--- config.mk ---
export PLATFORM = sky130hd
export DESIGN_NAME = scst_card_flat
export DESIGN_NICKNAME = d
export VERILOG_FILES = /design/src/scst_pkg.sv /design/src/scst_link_if.sv /design/src/scst_byte_collect.sv /design/src/scst_card.sv /design/src/flat_wrapper.sv
export VERILOG_INCLUDE_DIRS = /design/src
export SDC_FILE = /design/constraint.sdc
export NUM_CORES = 1
export LEC_CHECK = 0
export BUFFER_PORTS_ARGS = -buffer_cell sky130_fd_sc_hd__buf_2
export CAP_MARGIN = 10
export CELL_PAD_IN_SITES_DETAIL_PLACEMENT = 0
export CELL_PAD_IN_SITES_GLOBAL_PLACEMENT = 1
export CORE_MARGIN = 4
export CORE_UTILIZATION = 43
export CTS_CLUSTER_DIAMETER = 150
export DETAILED_ROUTE_END_ITERATION = 8
export PLACE_DENSITY_LB_ADDON = 0.25
export SYNTH_ARGS = -nofsm -noshare
export SYNTH_HDL_FRONTEND = slang
export SYNTH_SLANG_ARGS = --single-unit
--- constraint.sdc ---
create_clock -name hclk -period 2.9 [get_ports hclk]
set_input_delay 0.29 -clock hclk [delete_from_list [all_inputs] [get_ports hclk]]
set_output_delay 0.29 -clock hclk [all_outputs]
set_load 0.02 [all_outputs]
--- src/scst_defs.svh ---
// constants of the secure channel start/terminate command handler
`ifndef SCST_DEFS_SVH
`define SCST_DEFS_SVH
`define SCST_P2_CMD 8'h80
`define SCST_P2_RSP 8'ha0
`define SCST_P1_START 8'h03
`define SCST_P1_TERM 8'h04
`define SCST_TAG_CMD 8'h73
`define SCST_TAG_RSP 8'h53
`define SCST_TAG_SEL 8'h89
`define SCST_TAG_MSA 8'h88
`define SCST_TAG_CSA 8'h8b
`define SCST_TAG_MAC 8'h8d
`define SCST_TAG_SIZE 8'h8e
`define SCST_LEN_SEL 8'h02
`define SCST_LEN_ID 8'h10
`define SCST_LEN_ASSOC 8'h20
`define SCST_LEN_SIZE_MAX 8'h02
`define SCST_LEN_LONG 8'h81
`define SCST_LEN_SHORT_MAX 8'h7f
`define SCST_RSP_LEN 8'h01
`define SCST_RSP_RSVD 6'h00
`define SCST_SEL_RSVD 8'h78
`define SCST_BASIC_CHAN 2'h0
`define SCST_SW_OK 16'h9000
`define SCST_SW_MAC 16'h9862
`define SCST_SW_DATA 16'h6a80
`define SCST_SW_P1P2 16'h6a86
`define SCST_SW_FAIL 16'h6f00
`define SCST_V_CIPH 15:8
`define SCST_V_INTEG 7:0
`define SCST_V_LO 127:0
`define SCST_V_HI 255:128
`define SCST_V_SIZE 15:0
`define SCST_A_CMD 8'h00
`define SCST_A_DATA 8'h04
`define SCST_A_STAT 8'h08
`define SCST_CMD_P1 7:0
`define SCST_CMD_P2 15:8
`define SCST_CMD_LEN 23:16
`define SCST_CMD_CHAN 25:24
`define SCST_ST_SW 15:0
`define SCST_ST_BUSY 16
`define SCST_ST_REFUSED 17
`define SCST_ST_RXAV 18
`endif

--- src/scst_pkg.sv ---
// types shared by both ends of the secure channel command link
package scst_pkg;
	typedef enum logic [2:0] {
		CS_IDLE, CS_RECV, CS_CHECK, CS_ANSWER, CS_SEND
	} scst_card_state_t;
	typedef enum logic [2:0] {
		PS_OTAG, PS_OLEN, PS_OLEN2, PS_TAG, PS_LEN, PS_VAL, PS_BAD
	} scst_parse_state_t;
endpackage

--- src/scst_link_if.sv ---
// command link between terminal controller and card
`timescale 1ns/1ps
interface scst_link_if;
	logic cmd_start;
	logic [1:0] cmd_chan;
	logic [7:0] cmd_p1;
	logic [7:0] cmd_p2;
	logic [7:0] cmd_len;
	logic tx_valid;
	logic [7:0] tx_data;
	logic tx_ready;
	logic rsp_valid;
	logic [7:0] rsp_data;
	logic rsp_ready;
	logic done;
	logic [7:0] sw1;
	logic [7:0] sw2;
	modport host(output cmd_start, cmd_chan, cmd_p1, cmd_p2, cmd_len,
		tx_valid, tx_data, rsp_ready,
		input tx_ready, rsp_valid, rsp_data, done, sw1, sw2);
	modport card(input cmd_start, cmd_chan, cmd_p1, cmd_p2, cmd_len,
		tx_valid, tx_data, rsp_ready,
		output tx_ready, rsp_valid, rsp_data, done, sw1, sw2);
endinterface

--- src/scst_byte_collect.sv ---
// shift register gathering the value bytes of one object
`timescale 1ns/1ps
module scst_byte_collect #(
	parameter int NBYTES = 32
) (
	input wire logic hclk,
	input wire logic hresetn,
	input wire logic clear,
	input wire logic shift,
	input wire logic [7:0] din,
	output logic [8*NBYTES-1:0] vec
);
	// newest byte lands low; longer values simply drop their head
	always_ff @(posedge hclk or negedge hresetn) begin
		if (!hresetn) begin
			vec <= '0;
		end else if (clear) begin
			vec <= '0;
		end else if (shift) begin
			vec <= {vec[8*NBYTES-9:0], din};
		end
	end
endmodule

--- src/scst_card.sv ---
// card end: parses start and terminate commands, answers status
//
// Local design decisions: register access over AHB-Lite and the address map.
`timescale 1ns/1ps
`include "scst_defs.svh"
module scst_card
	import scst_pkg::*;
#(
	parameter int SESSIONS = 4,
	parameter logic [15:0] MAX_CONT = 16'h00ff
) (
	input wire logic hclk,
	input wire logic hresetn,
	scst_link_if.card link,
	output logic term_valid,
	output logic term_is_master,
	output logic [127:0] term_ident,
	output logic [127:0] term_mac,
	input wire logic term_mac_ok,
	input wire logic term_exists,
	input wire logic term_done,
	output logic bind_valid,
	output logic [1:0] bind_session,
	output logic [15:0] bind_size,
	output logic [127:0] connection_assoc_ident,
	output logic [127:0] start_channel_auth_code,
	output logic [7:0] cipher_select_byte,
	output logic [7:0] integrity_select_byte,
	input wire logic [1:0] xfer_session,
	output logic [15:0] xfer_size
);
	scst_card_state_t st;
	scst_parse_state_t ps;
	logic [7:0] op, blk_rem, outer_rem, obj_rem, obj_len, tag;
	logic obj_end, p12_bad, fetch, bad_list, sel_ok, mac_bad, fail;
	logic saw_msa, saw_any, rsp_pend;
	logic seen_sel, seen_csa, seen_mac, seen_size;
	logic [1:0] sess, rsp_sess, rsp_idx;
	logic [15:0] size_tab [SESSIONS];
	logic [15:0] cont_size;
	logic [255:0] vec;
	logic [7:0] b;
	logic acc, complete, new_stream, end_now, start_ok, ans_start;
	logic p1_ok, send_end;

	// exactly one defined selection bit, none reserved
	function automatic logic sel_one(input logic [7:0] x);
		sel_one = (x != 8'h00) && ((x & (x - 8'h01)) == 8'h00) &&
			((x & `SCST_SEL_RSVD) == 8'h00);
	endfunction

	assign b = link.tx_data;
	assign acc = link.tx_valid & link.tx_ready;
	assign complete = (ps == PS_TAG) && (outer_rem == 8'h00);
	assign p1_ok = (link.cmd_p1 == `SCST_P1_START) ||
		(link.cmd_p1 == `SCST_P1_TERM);
	// a fresh command stream restarts the parser; blocks otherwise chain
	assign new_stream = (st == CS_IDLE) && link.cmd_start && p1_ok &&
		(link.cmd_p2 == `SCST_P2_CMD) &&
		(ps == PS_BAD || complete || link.cmd_p1 != op);
	assign end_now = acc && ((ps == PS_LEN && b == 8'h00 && b < outer_rem)
		|| (ps == PS_VAL && obj_rem == 8'h01));
	assign start_ok = complete && !bad_list && sel_ok && seen_sel &&
		seen_csa && seen_mac && seen_size && op == `SCST_P1_START;
	assign ans_start = (st == CS_ANSWER) && !p12_bad && !fetch && start_ok;
	assign send_end = (st == CS_SEND) && link.rsp_valid &&
		link.rsp_ready && rsp_idx == 2'h2;
	assign term_ident = vec[`SCST_V_HI];
	assign term_mac = vec[`SCST_V_LO];

	scst_byte_collect #(.NBYTES(32)) u_col (
		.hclk(hclk),
		.hresetn(hresetn),
		.clear(acc && ps == PS_TAG),
		.shift(acc && ps == PS_VAL),
		.din(b),
		.vec(vec)
	);

	// command sequencing and response streaming
	always_ff @(posedge hclk or negedge hresetn) begin
		if (!hresetn) begin
			st <= CS_IDLE;
			op <= 8'h00;
			blk_rem <= 8'h00;
			p12_bad <= 1'b0;
			fetch <= 1'b0;
			rsp_idx <= 2'h0;
			link.tx_ready <= 1'b0;
			link.rsp_valid <= 1'b0;
			link.rsp_data <= 8'h00;
		end else begin
			case (st)
			CS_IDLE: begin
				if (link.cmd_start) begin
					p12_bad <= 1'b0;
					fetch <= 1'b0;
					blk_rem <= link.cmd_len;
					if (link.cmd_p2 == `SCST_P2_CMD && p1_ok) begin
						op <= link.cmd_p1;
						if (link.cmd_len == 8'h00) begin
							st <= CS_CHECK;
						end else begin
							st <= CS_RECV;
							link.tx_ready <= 1'b1;
						end
					end else if (link.cmd_p2 == `SCST_P2_RSP && p1_ok) begin
						fetch <= 1'b1;
						if (link.cmd_p1 == `SCST_P1_START && rsp_pend) begin
							st <= CS_SEND;
							link.rsp_valid <= 1'b1;
							link.rsp_data <= `SCST_TAG_RSP;
							rsp_idx <= 2'h0;
						end else begin
							st <= CS_ANSWER;
						end
					end else begin
						p12_bad <= 1'b1;
						st <= CS_ANSWER;
					end
				end
			end
			CS_RECV: begin
				if (acc) begin
					blk_rem <= blk_rem - 8'h01;
					if (blk_rem == 8'h01) begin
						link.tx_ready <= 1'b0;
						st <= CS_CHECK;
					end
				end
			end
			CS_CHECK: st <= CS_ANSWER; // last object verdict settles here
			CS_ANSWER: st <= CS_IDLE;
			CS_SEND: begin
				if (link.rsp_valid && link.rsp_ready) begin
					rsp_idx <= rsp_idx + 2'h1;
					if (rsp_idx == 2'h0) begin
						link.rsp_data <= `SCST_RSP_LEN;
					end else if (rsp_idx == 2'h1) begin
						link.rsp_data <= {rsp_sess, `SCST_RSP_RSVD};
					end else begin
						link.rsp_valid <= 1'b0;
						st <= CS_ANSWER;
					end
				end
			end
			default: st <= CS_IDLE;
			endcase
		end
	end

	// tlv walker over the command data, across blocks
	always_ff @(posedge hclk or negedge hresetn) begin
		if (!hresetn) begin
			ps <= PS_OTAG;
			outer_rem <= 8'h00;
			obj_rem <= 8'h00;
			obj_len <= 8'h00;
			tag <= 8'h00;
			obj_end <= 1'b0;
			term_valid <= 1'b0;
			term_is_master <= 1'b0;
		end else begin
			obj_end <= end_now;
			term_valid <= end_now && op == `SCST_P1_TERM;
			if (new_stream) begin
				ps <= PS_OTAG;
				outer_rem <= 8'h00;
			end else if (acc) begin
				case (ps)
				PS_OTAG: begin
					ps <= (b == `SCST_TAG_CMD) ? PS_OLEN : PS_BAD;
				end
				PS_OLEN: begin
					if (b == `SCST_LEN_LONG) begin
						ps <= PS_OLEN2;
					end else if (b <= `SCST_LEN_SHORT_MAX) begin
						outer_rem <= b;
						ps <= PS_TAG;
					end else begin
						ps <= PS_BAD;
					end
				end
				PS_OLEN2: begin
					outer_rem <= b;
					ps <= PS_TAG;
				end
				PS_TAG: begin
					if (outer_rem == 8'h00) begin
						ps <= PS_BAD; // trailing bytes past the container
					end else begin
						tag <= b;
						term_is_master <= (b == `SCST_TAG_MSA);
						outer_rem <= outer_rem - 8'h01;
						ps <= PS_LEN;
					end
				end
				PS_LEN: begin
					outer_rem <= outer_rem - 8'h01;
					obj_len <= b;
					obj_rem <= b;
					if (b >= outer_rem) begin
						ps <= PS_BAD;
					end else begin
						ps <= (b == 8'h00) ? PS_TAG : PS_VAL;
					end
				end
				PS_VAL: begin
					outer_rem <= outer_rem - 8'h01;
					obj_rem <= obj_rem - 8'h01;
					if (obj_rem == 8'h01) begin
						ps <= PS_TAG;
					end
				end
				default: ps <= PS_BAD;
				endcase
			end
		end
	end

	// object checks; verdict inputs are sampled while term_valid is high
	always_ff @(posedge hclk or negedge hresetn) begin
		if (!hresetn) begin
			{seen_sel, seen_csa, seen_mac, seen_size} <= 4'h0;
			{bad_list, sel_ok, mac_bad, fail, saw_msa, saw_any} <= 6'h00;
			cipher_select_byte <= 8'h00;
			integrity_select_byte <= 8'h00;
			connection_assoc_ident <= 128'h0;
			start_channel_auth_code <= 128'h0;
			cont_size <= 16'h0000;
		end else if (new_stream) begin
			{seen_sel, seen_csa, seen_mac, seen_size} <= 4'h0;
			{bad_list, sel_ok, mac_bad, fail, saw_msa, saw_any} <= 6'h00;
		end else if (obj_end && op == `SCST_P1_START) begin
			case (tag)
			`SCST_TAG_SEL: begin
				seen_sel <= 1'b1;
				sel_ok <= obj_len == `SCST_LEN_SEL &&
					sel_one(vec[`SCST_V_CIPH]) &&
					sel_one(vec[`SCST_V_INTEG]);
				cipher_select_byte <= vec[`SCST_V_CIPH];
				integrity_select_byte <= vec[`SCST_V_INTEG];
			end
			`SCST_TAG_CSA: begin
				seen_csa <= 1'b1;
				bad_list <= bad_list | (obj_len != `SCST_LEN_ID);
				connection_assoc_ident <= vec[`SCST_V_LO];
			end
			`SCST_TAG_MAC: begin
				seen_mac <= 1'b1;
				bad_list <= bad_list | (obj_len != `SCST_LEN_ID);
				start_channel_auth_code <= vec[`SCST_V_LO];
			end
			`SCST_TAG_SIZE: begin
				seen_size <= 1'b1;
				bad_list <= bad_list | (obj_len == 8'h00) |
					(obj_len > `SCST_LEN_SIZE_MAX) |
					(vec[`SCST_V_SIZE] > MAX_CONT);
				cont_size <= vec[`SCST_V_SIZE];
			end
			default: bad_list <= 1'b1;
			endcase
		end else if (obj_end) begin
			// master alone, or connections only; mixing is refused
			bad_list <= bad_list | (obj_len != `SCST_LEN_ASSOC) |
				saw_msa | (tag == `SCST_TAG_MSA && saw_any) |
				(tag != `SCST_TAG_MSA && tag != `SCST_TAG_CSA);
			saw_any <= 1'b1;
			saw_msa <= saw_msa | (tag == `SCST_TAG_MSA);
			mac_bad <= mac_bad | !term_mac_ok;
			// a missing association is not a failure
			fail <= fail | (term_mac_ok & term_exists & !term_done);
		end
	end

	// status words, one done pulse per command
	always_ff @(posedge hclk or negedge hresetn) begin
		if (!hresetn) begin
			link.done <= 1'b0;
			{link.sw1, link.sw2} <= `SCST_SW_OK;
		end else begin
			link.done <= (st == CS_ANSWER);
			if (st == CS_ANSWER) begin
				if (p12_bad) begin
					{link.sw1, link.sw2} <= `SCST_SW_P1P2;
				end else if (fetch) begin
					{link.sw1, link.sw2} <= `SCST_SW_OK;
				end else if (ps == PS_BAD || bad_list) begin
					{link.sw1, link.sw2} <= `SCST_SW_DATA;
				end else if (!complete) begin
					{link.sw1, link.sw2} <= `SCST_SW_OK;
				end else if (op == `SCST_P1_START) begin
					{link.sw1, link.sw2} <= start_ok ? `SCST_SW_OK :
						`SCST_SW_DATA;
				end else if (mac_bad) begin
					{link.sw1, link.sw2} <= `SCST_SW_MAC;
				end else if (fail) begin
					{link.sw1, link.sw2} <= `SCST_SW_FAIL;
				end else if (!saw_any) begin
					{link.sw1, link.sw2} <= `SCST_SW_DATA;
				end else begin
					{link.sw1, link.sw2} <= `SCST_SW_OK;
				end
			end
		end
	end

	// session assignment and its container size binding
	always_ff @(posedge hclk or negedge hresetn) begin
		if (!hresetn) begin
			sess <= 2'h0;
			rsp_sess <= 2'h0;
			rsp_pend <= 1'b0;
			bind_valid <= 1'b0;
			bind_session <= 2'h0;
			bind_size <= 16'h0000;
			xfer_size <= 16'h0000;
			for (int i = 0; i < SESSIONS; i++) begin
				size_tab[i] <= 16'h0000;
			end
		end else begin
			bind_valid <= ans_start;
			xfer_size <= size_tab[xfer_session];
			if (ans_start) begin
				size_tab[sess] <= cont_size;
				bind_session <= sess;
				bind_size <= cont_size;
				rsp_sess <= sess;
				sess <= sess + 2'h1;
				rsp_pend <= 1'b1;
			end else if (send_end || new_stream) begin
				rsp_pend <= 1'b0;
			end
		end
	end
endmodule

--- src/flat_wrapper.sv ---
// flat-port wrapper written by rule: the top's interface ports become plain ports
module scst_card_flat import scst_pkg::*;
#(
	parameter int SESSIONS = 4,
	parameter logic [15:0] MAX_CONT = 16'h00ff
)
  (hclk, hresetn, term_valid, term_is_master, term_ident, term_mac, term_mac_ok, term_exists, term_done, bind_valid, bind_session, bind_size, connection_assoc_ident, start_channel_auth_code, cipher_select_byte, integrity_select_byte, xfer_session, xfer_size, link_cmd_start, link_cmd_chan, link_cmd_p1, link_cmd_p2, link_cmd_len, link_tx_valid, link_tx_data, link_rsp_ready, link_tx_ready, link_rsp_valid, link_rsp_data, link_done, link_sw1, link_sw2);
  scst_link_if link_i ();
  input wire logic hclk;
  input wire logic hresetn;
  output logic term_valid;
  output logic term_is_master;
  output logic [127:0] term_ident;
  output logic [127:0] term_mac;
  input wire logic term_mac_ok;
  input wire logic term_exists;
  input wire logic term_done;
  output logic bind_valid;
  output logic [1:0] bind_session;
  output logic [15:0] bind_size;
  output logic [127:0] connection_assoc_ident;
  output logic [127:0] start_channel_auth_code;
  output logic [7:0] cipher_select_byte;
  output logic [7:0] integrity_select_byte;
  input wire logic [1:0] xfer_session;
  output logic [15:0] xfer_size;
  input wire logic [$bits(link_i.cmd_start)-1:0] link_cmd_start;
  input wire logic [$bits(link_i.cmd_chan)-1:0] link_cmd_chan;
  input wire logic [$bits(link_i.cmd_p1)-1:0] link_cmd_p1;
  input wire logic [$bits(link_i.cmd_p2)-1:0] link_cmd_p2;
  input wire logic [$bits(link_i.cmd_len)-1:0] link_cmd_len;
  input wire logic [$bits(link_i.tx_valid)-1:0] link_tx_valid;
  input wire logic [$bits(link_i.tx_data)-1:0] link_tx_data;
  input wire logic [$bits(link_i.rsp_ready)-1:0] link_rsp_ready;
  output wire logic [$bits(link_i.tx_ready)-1:0] link_tx_ready;
  output wire logic [$bits(link_i.rsp_valid)-1:0] link_rsp_valid;
  output wire logic [$bits(link_i.rsp_data)-1:0] link_rsp_data;
  output wire logic [$bits(link_i.done)-1:0] link_done;
  output wire logic [$bits(link_i.sw1)-1:0] link_sw1;
  output wire logic [$bits(link_i.sw2)-1:0] link_sw2;
  assign link_i.cmd_start = link_cmd_start;
  assign link_i.cmd_chan = link_cmd_chan;
  assign link_i.cmd_p1 = link_cmd_p1;
  assign link_i.cmd_p2 = link_cmd_p2;
  assign link_i.cmd_len = link_cmd_len;
  assign link_i.tx_valid = link_tx_valid;
  assign link_i.tx_data = link_tx_data;
  assign link_i.rsp_ready = link_rsp_ready;
  assign link_tx_ready = link_i.tx_ready;
  assign link_rsp_valid = link_i.rsp_valid;
  assign link_rsp_data = link_i.rsp_data;
  assign link_done = link_i.done;
  assign link_sw1 = link_i.sw1;
  assign link_sw2 = link_i.sw2;
  scst_card #(.SESSIONS(SESSIONS), .MAX_CONT(MAX_CONT)) u_core (.hclk(hclk), .hresetn(hresetn), .link(link_i), .term_valid(term_valid), .term_is_master(term_is_master), .term_ident(term_ident), .term_mac(term_mac), .term_mac_ok(term_mac_ok), .term_exists(term_exists), .term_done(term_done), .bind_valid(bind_valid), .bind_session(bind_session), .bind_size(bind_size), .connection_assoc_ident(connection_assoc_ident), .start_channel_auth_code(start_channel_auth_code), .cipher_select_byte(cipher_select_byte), .integrity_select_byte(integrity_select_byte), .xfer_session(xfer_session), .xfer_size(xfer_size));
endmodule
== Yosys cells after proc, flatten, opt, wreduce, memory -nomap -nowiden ==
Cells that the tools add are included.

* Register bits after elaboration: 744
* Bits of input ports: 44
* Word-level logic and storage cells: 356

* Add/sub/neg operators: 7
* Magnitude comparators: 8
* Eq/ne operators: 52
* Mux-type cells: 121
* Bitwise gates (word level): 20
* Reductions and logical operators: 102

{| class="wikitable"
|+ Operators by type and width
! kind !! count
|-
| $mux W256 || 2
|-
| $mux W8 || 30
|-
| $eq A8 B8 Y1 const B || 9
|-
| $bwmux W64 || 1
|-
| $logic_not A8 Y1 || 8
|-
| $mux W16 || 4
|-
| $mux W3 || 17
|-
| $mux W1 || 48
|-
| $pmux W8 S2 || 3
|-
| $sub A8 B1 Y8 const B || 5
|-
| $logic_and A1 B1 Y1 || 39
|-
| $bmux W16 S2 || 1
|-
| $demux W16 S2 || 1
|-
| $pmux W8 S4 || 1
|-
| $eq A8 B2 Y1 const B || 3
|-
| $reduce_and A3 Y1 || 8
|-
| $reduce_bool A2 Y1 || 12
|-
| $ne A2 B2 Y1 const B || 9
|-
| $pmux W3 S6 || 1
|-
| $reduce_and A6 Y1 || 3
|-
| $and A8 B8 Y8 || 2
|-
| $eq A8 B1 Y1 const B || 2
|-
| $eq A8 B3 Y1 const B || 2
|-
| $gt A16 B8 Y1 const B || 1
|-
| other kinds (43) || 98
|}

== Longest topological paths before layout ==
Gate-level depths: netlist (run 1).

* Word-level depth: 15
* Depth in mapped cells: 11
* Depth with buffers taken out: 8

== Modules after synthesis ==
A second synthesis (run 1) with hierarchy kept.

* Cells, all modules: 2,263
* Area total of the unflattened synthesis: 30,521.8 µm²

{| class="wikitable"
|+ Modules (own cells, without submodules)
! module !! instances !! cells each !! area each (µm²)
|-
| scst_card || 1 || 1,438 || 19,917.9
|-
| scst_byte_collect || 1 || 825 || 10,603.9
|}

== Worst setup path after synthesis (run 1) ==
No wires, ideal clock.

* Path kind: register to register
* Start: reg u_core.outer_rem[0]
* End: reg u_core.connection_assoc_ident[100]
* Arrival time: 2,510 ps
* Slack: 265 ps
* Stages on the path, launching flop included: 10
* Path buffers: 2
* Path through: dfrtp_1 > inv_1 > ha_1 > nor4b_4 > and3_1 > or4_1 > a31oi_1 > clkbuf_1 > buf_2 > mux2_2

* Longest elaborated chain between the ends: 7

{| class="wikitable"
|+ Ends and longest elaborated chain
! what !! line !! source
|-
| from (decl) || scst_card.sv:34 || <nowiki>logic [7:0] op, blk_rem, outer_rem, obj_rem, obj_len, tag;</nowiki>
|-
| from (signal assigned) || scst_card.sv:194 || <nowiki>outer_rem <= outer_rem - 8'h01;</nowiki>
|-
| from (signal assigned) || scst_card.sv:199 || <nowiki>outer_rem <= outer_rem - 8'h01;</nowiki>
|-
| from (signal assigned) || scst_card.sv:209 || <nowiki>outer_rem <= outer_rem - 8'h01;</nowiki>
|-
| $logic_not A8 Y1 || scst_card.sv:54 || <nowiki>assign complete = (ps == PS_TAG) && (outer_rem == 8'h00);</nowiki>
|-
| $logic_and A1 B1 Y1 || scst_card.sv:54 ||
|-
| $logic_or A1 B1 Y1 (2 in a row) || scst_card.sv:60 || <nowiki>(ps == PS_BAD || complete || link.cmd_p1 != op);</nowiki>
|-
| $logic_and A1 B1 Y1 || scst_card.sv:58 || <nowiki>assign new_stream = (st == CS_IDLE) && link.cmd_start && p1_ok &&</nowiki>
|-
| $not A1 Y1 (no line) || - ||
|-
| $reduce_and A3 Y1 (no line) || - ||
|-
| to (signal assigned) || scst_card.sv:247 || <nowiki>connection_assoc_ident <= vec[`SCST_V_LO];</nowiki>
|-
| to (decl) || scst_card.sv:25 || <nowiki>output logic [127:0] connection_assoc_ident,</nowiki>
|}

Every way passes these cells.
A chain may end at the register's enable or synchronous reset.

== Worst setup path after layout (run 1) ==
* Start: reg u_core.outer_rem[1]
* End: reg u_core.connection_assoc_ident[116]

Same word-level chain as after synthesis.

==> flow_metrics.py, run 1 <==
metrics = {
    "clocking": {
        "cts_root_buf": "clkbuf_16",
        "cts_sinks": 732,
        "clkTransAtPathRegs_ns": 0.06,
        "clk_latency_ns": 0.62,
        "cts_tree": "built",
        "cts_buffers": 79,
        "htreeDepth": 3,
        "clock_tree.buffer_depth": 3,
    },
    "place": {
        "io_buffer_count": 627,
        "gp_congestion": 0.839,
        "pre_cts_ws_ns": 0.0621,
        "dpl.hpwl_um": 63400,
    },
    "synthesis": {
        "muxShareOfSynthArea_pct": 15.6,
        "synth_top_family_by_area": "multiplexers",
        "yosysMostFrequentCell": "dfrtp_1",
        "yosys_register_bits": 732,
        "synth-compound-area-share_pct": 8.11,
        "yosys.area_share.simple_pct": 10.7,
        "synth_area_leaders": "dfrtp_1, mux2_2, nand2_1",
        "synth_top_area_cell": "dfrtp_1",
        "avgSynthCellArea_sq_um": 12.0,
        "synth_ff_type": "dfrtp_1",
        "ys_warn_count": 0,
        "synth_edf_count": 0,
        "synthAdderAreaFrac_pct": 0.838,
        "seq_area_frac_synth_pct": 61.3,
        "synth-xor-area-share_pct": 0.381,
        "synthArstFlopShare_pct": 100,
        "syn-instance-count": 2481,
        "netlist_area_sq_mm": 0.0299,
        "synth_top_area_share_pct": 61.2,
        "synth_common_cells": "dfrtp_1, nand2_1, mux2_2",
        "synth_cell_types": 68,
    },
    "floorplan": {
        "io_pins": 636,
        "coreArea_sq_mm": 0.0687,
        "start_util_pct": 43.5,
        "die_w_um": 272,
        "rows": 96,
        "die_y_um": 272,
        "die_area_sq_mm": 0.0737,
    },
    "global_route": {
        "grt_pass1_vias": 22800,
        "grt_max_degree": 122,
        "track_usage_pct": 24.2,
        "antenna_found_initial": 1,
        "gr-total-overflow": 0,
        "grt_pass1_wl_um": 140000,
    },
    "critical_path": {
        "required_ns": 3.39,
        "cp-start-kind": "register",
        "crit_path_max_fanout": 18,
        "arrival_ns": 3.24,
        "crit_buf_inv": 3,
        "cp_cell_sequence": "inv_1, ha_1, nor4b_4, and3_1, or4_4, a31oi_4, buf_12, buf_4, mux2_2",
        "worstSetupPathType": "register to register",
        "crit_slowest_cell": "or4_4",
        "slowest_delay_ns": 0.57,
        "worstSetupEndpointType": "register",
        "path_delay_family": "simple AND/OR/NAND/NOR gates",
    },
    "power_and_ir_drop": {
        "power_w": 0.0217,
        "pwr_density_cell_mw_per_mm2": 582,
        "leakage_nw": 19.9,
        "peakVddDrop_uv": 389,
    },
    "timing": {
        "max_freq_mhz": 364,
        "post-route-period-util_pct": 94.6,
        "tightest_slew_ns": 0.914,
        "setup_tns_ns": 0,
        "rsz0062_at_grt": "false",
        "finalMaxSlewViolations": 0,
        "finalWorstSetupSlack_ns": 0.156,
        "slew_headroom_pct": 39.1,
        "hold_viol": 0,
        "finalCriticalPeriod_ns": 2.74,
        "setup_viol": 0,
        "skew_ns": 0.0219,
    },
    "routing": {
        "wl_um": 90800,
        "drc": 0,
        "wire_per_inst_um": 22.0,
        "drt_iter0_markers": 1624,
        "viasPerCell": 5.30,
        "vias": 21900,
        "drt-pass1-iter-count": 5,
        "ant_nets": 0,
    },
    "hold_path": {
        "hold_path_class": "input pin to register",
    },
    "layout": {
        "layout.nets": 3192,
        "drive_gt1_share_pct": 39.0,
        "syn_to_final_growth_pct": 24.7,
    },
    "run": {
        "cap_violations": 0,
    },
    "outcome": {
        "outcome": "finished clean",
    },
}
[cells in the final DEF, fill, tap and decap left out, types with 40 or more instances in the layout]
master	count
dfrtp_1	731
buf_2	626
nand2_1	506
mux2_2	327
a21oi_1	243
clkbuf_16	81
nor2_1	70
buf_4	60
a22o_1	57
o21ai_0	51
mux2_4	40
[kinds of logic after synthesis]
logic type,count (synthesis)
other,1
XOR/XNOR,13
multiplexers,384
buffers and inverters,196
adder cells (fa/ha/maj),20
flip-flops,732
AND/OR/NAND/NOR,725
AO/OA/AOI/OAI,410
[cell type report]
| type | count | area [sq um] |
|---|---|---|
| Inverter | 32 | 120 |
| Sequential cell | 732 | 18300 |
| Antenna cell | 1 | 2.50 |
| Multi-Input combinational cell | 1558 | 10700 |
| Timing Repair Buffer | 725 | 4220 |
| Fill cell | 6044 | 31500 |
| Clock buffer | 108 | 2270 |
| Clock inverter | 37 | 428 |
| Tap cell | 931 | 1160 |
[per-layer routing]
metal | vias to the layer above | part of all wire (%) | global-route usage, %
met5 | - | 0 | 0
met4 | 0 | 2.9 | 7.44
met3 | 130 | 6.1 | 5.28
met2 | 679 | 51 | 41.6
met1 | 11200 | 40 | 30.7
li1 | 9869 | - | -
[worst reg2reg max path, stage by stage, from the launching register on]
cell and delay (ns):
dfrtp_1 0.38, inv_1 0.08, ha_1 0.22, nor4b_4 0.15, and3_1 0.19, or4_4 0.57
a31oi_4 0.23, buf_12 0.21, buf_4 0.25, mux2_2 0.35
[sequential cells by signal (all words and copies together), names as in the netlist, 3 cells and up]
signal                          count
u_core.u_col.vec                  256
u_core.connection_assoc_ident     128
u_core.start_channel_auth_code    128
u_core.size_tab                    64
u_core.bind_size                   16
u_core.cont_size                   16
u_core.xfer_size                   16
u_core.blk_rem                      8
u_core.cipher_select_byte           8
u_core.integrity_select_byte        8
u_core.obj_len                      8
u_core.obj_rem                      8
u_core.op                           8
u_core.outer_rem                    8
u_core.tag                          8
u_core.link.rsp_data                4
u_core.link.sw1                     4
u_core.link.sw2                     4
u_core.ps                           3
u_core.st                           3
[per-stage QoR]
stage          hold slack (ns)  std cells  cell area (sq um)  util, %
6_report                0.0497       4124              37200     54.2
5_1_grt                 0.0540       4124              37200     54.2
4_1_cts                0.00490       4119              37200     54.1
3_5_place_dp             0.348       3960              34400     50.0
3_3_place_gp             0.342       3960              34400     50.0
2_1_floorplan         -0.00559       2486              29900        -
[power breakdown]
| part | switching (W) | leakage (nW) | internal, W |
|---|---|---|---|
| combinational | 0.000603 | 8.42 | 0.000298 |
| clock | 0.00422 | 1.34 | 0.00615 |
| sequential | 0.000102 | 10.1 | 0.0103 |
| total | 0.00492 | 19.9 | 0.0168 |
[path summary, 6_finish.rpt]
path	from	end	slack, ns	cells past startpoint
max in group asynchronous	hresetn	u_core.u_col.vec[80]	1.50	4
worst min-delay path	link_tx_data[7]	u_core.term_is_master	0.05	3
worst max-delay path	u_core.outer_rem[1]	u_core.connection_assoc_ident[116]	0.16	9
min in group asynchronous	hresetn	u_core.link.rsp_data[0]	0.26	2
worst min register to register	u_core.bind_size[9]	u_core.bind_size[9]	0.46	2
worst max register to register	u_core.outer_rem[1]	u_core.connection_assoc_ident[116]	0.16	9
[timing repair]
| item | 4_1_cts | 5_1_grt |
|---|---|---|
| endpoints found under the setup margin | 0 | 116 |
| setup buffers | 0 | 4 |
| gates resized for setup | 0 | 1 |
| hold buffers | 14 | 0 |
| endpoints found under the hold margin | 65 | 0 |
No activity file was read; power rests on OpenSTA's default activity.
==> inputs of run 2 (changes only) <==
--- a/constraint.sdc
+++ b/constraint.sdc
@@ -3,2 +3,2 @@
 set_output_delay 0.29 -clock hclk [all_outputs]
-set_load 0.02 [all_outputs]
+set_load 0.005 [all_outputs]
==> run 2 against run 1 <==
Clock-buffer cell count rose by 8; clock skew fell by 0.0071 ns; non-clock buffer count fell by 11; flip-flop and latch count did not move; final area fell by 0.24%; maximum frequency fell by 1.2%; combinational power fell by 3.8%; via count fell by 0.67%; first-iteration DRC count rose by 0.62%; largest cell class unchanged; highest routed layer unchanged.
==> flow_metrics.py, run 2 (synthesis gave the netlist of run 1 again) <==
metrics = {
    "outcome": {
        "outcome": "finished clean",
    },
    "global_route": {
        "grt_pass1_wl_um": 138000,
        "grt_max_degree": 145,
        "grt_pass1_vias": 22600,
        "track_usage_pct": 23.9,
        "gr-total-overflow": 0,
        "antenna_found_initial": 0,
    },
    "layout": {
        "largest_reg_flops": 256,
        "regMostFlops": "u_core.u_col.vec",
        "num_antenna_cells": 0,
        "drive_gt1_share_pct": 38.7,
        "final_cell_mix": "dfrtp_1, buf_2, nand2_1",
        "syn_to_final_growth_pct": 24.4,
        "layout.nets": 3181,
        "fill_cells": 6038,
        "reg_top3": "u_core.u_col.vec (256), u_core.connection_assoc_ident (128), u_core.start_channel_auth_code (128)",
        "layout_commonest_cell": "dfrtp_1",
    },
    "floorplan": {
        "die_area_sq_mm": 0.0737,
        "die_w_um": 272,
        "die_y_um": 272,
        "io_pins": 636,
        "start_util_pct": 43.5,
        "rows": 96,
        "coreArea_sq_mm": 0.0687,
    },
    "power_and_ir_drop": {
        "leakage_nw": 19.8,
        "pwr_density_cell_mw_per_mm2": 587,
        "peakVddDrop_uv": 442,
    },
    "timing": {
        "setup_viol": 0,
        "whs_ns": 0.0367,
        "finalMaxSlewViolations": 0,
        "rsz0062_at_grt": "false",
        "finalCriticalPeriod_ns": 2.78,
        "hold_viol": 0,
        "max_freq_mhz": 360,
        "finalWorstSetupSlack_ns": 0.121,
        "slew_headroom_pct": 39.7,
        "post-route-period-util_pct": 95.8,
        "skew_ns": 0.0147,
        "tightest_slew_ns": 0.905,
        "setup_tns_ns": 0,
    },
    "hold_path": {
        "hold_path_class": "input pin to register",
    },
    "critical_path": {
        "required_ns": 3.39,
        "cp-start-kind": "register",
        "worstSetupEndpointType": "register",
        "arrival_ns": 3.27,
        "crit_path_max_fanout": 18,
        "worstSetupPathType": "register to register",
    },
    "clocking": {
        "clkTransAtPathRegs_ns": 0.06,
        "cts_root_buf": "clkbuf_16",
        "clock_tree.buffer_depth": 3,
        "cts_sinks": 732,
        "cts_buffers": 79,
        "clk_latency_ns": 0.62,
        "cts_tree": "built",
        "htreeDepth": 3,
    },
    "routing": {
        "wl_um": 89700,
        "vias": 21700,
        "drc": 0,
        "drt-pass1-iter-count": 5,
        "drt_iter0_markers": 1634,
        "ant_nets": 0,
        "wire_per_inst_um": 21.8,
        "viasPerCell": 5.28,
    },
    "place": {
        "io_buffer_count": 627,
        "dpl.hpwl_um": 62500,
        "pre_cts_ws_ns": 0.0618,
        "gp_congestion": 0.862,
    },
    "run": {
        "cap_violations": 0,
    },
}
run 2: final timing paths:
kind	start	to	slack [ns]	cells past startpoint
max in group asynchronous	hresetn	u_core.start_channel_auth_code[78]	1.59	4
setup / recovery	u_core.outer_rem[1]	u_core.connection_assoc_ident[67]	0.12	9
min in group asynchronous	hresetn	u_core.rsp_idx[1]	0.16	2
setup reg to reg	u_core.outer_rem[1]	u_core.connection_assoc_ident[67]	0.12	9
hold / removal	term_exists	u_core.fail	0.04	3
hold reg to reg	u_core.bind_size[2]	u_core.bind_size[2]	0.47	2
run 2: worst max-delay path, cell delays in order, from the launching register on:
cell and delay [ns]:
dfrtp_1 0.36, inv_1 0.06, ha_1 0.22, nor4b_4 0.15, and3_1 0.21, or4_4 0.58
a31oi_4 0.26, buf_12 0.21, buf_4 0.21, mux2_2 0.35
run 2: timing repair:
item | in CTS | in global routing
hold buffers | 15 | 0
resized for setup | 0 | 1
endpoints found under the hold margin | 198 | 0
buffers inserted | 0 | 5
setup endpoints to repair | 0 | 120
run 2: power breakdown:
| part | total [W] | leakage (nW) | internal, W | switching (W) |
|---|---|---|---|---|
| clock network | 0.0105 | 1.36 | 0.00634 | 0.00419 |
| logic | 0.000867 | 8.35 | 0.000284 | 0.000584 |
| registers | 0.0104 | 10.1 | 0.0103 | 0.0000977 |
| total | 0.0218 | 19.8 | 0.0169 | 0.00487 |
run 2: stage by stage:
step	cell area [sq um]	power [W]	utilization (%)	instances
after global placement	34200	0.0114	49.8	3947
after CTS	37100	0.0220	54.0	4108
after detailed placement	34200	0.0115	49.8	3947
after global routing	37200	0.0226	54.1	4113
after floorplan	29900	0.0110	-	2486
final	37200	0.0218	54.1	4113
run 2: cell type report:
class                           instances  area (sq um)  area share, %
Clock inverter                         30           415           1.12
Timing Repair Buffer                  714          4080           11.0
Multi-Input combinational cell       1558         10700           28.9
Clock buffer                          116          2340           6.29
Tap cell                              931          1160           3.14
Sequential cell                       732         18300           49.3
Inverter                               32           120          0.323
run 2: metal layers:
layer	global-route usage (%)	part of all wire, %	up-vias
met5	0	0	-
met4	8.54	3.5	0
met3	4.78	5.7	157
met2	40.3	50	705
met1	30.8	41	11000
li1	-	-	9825
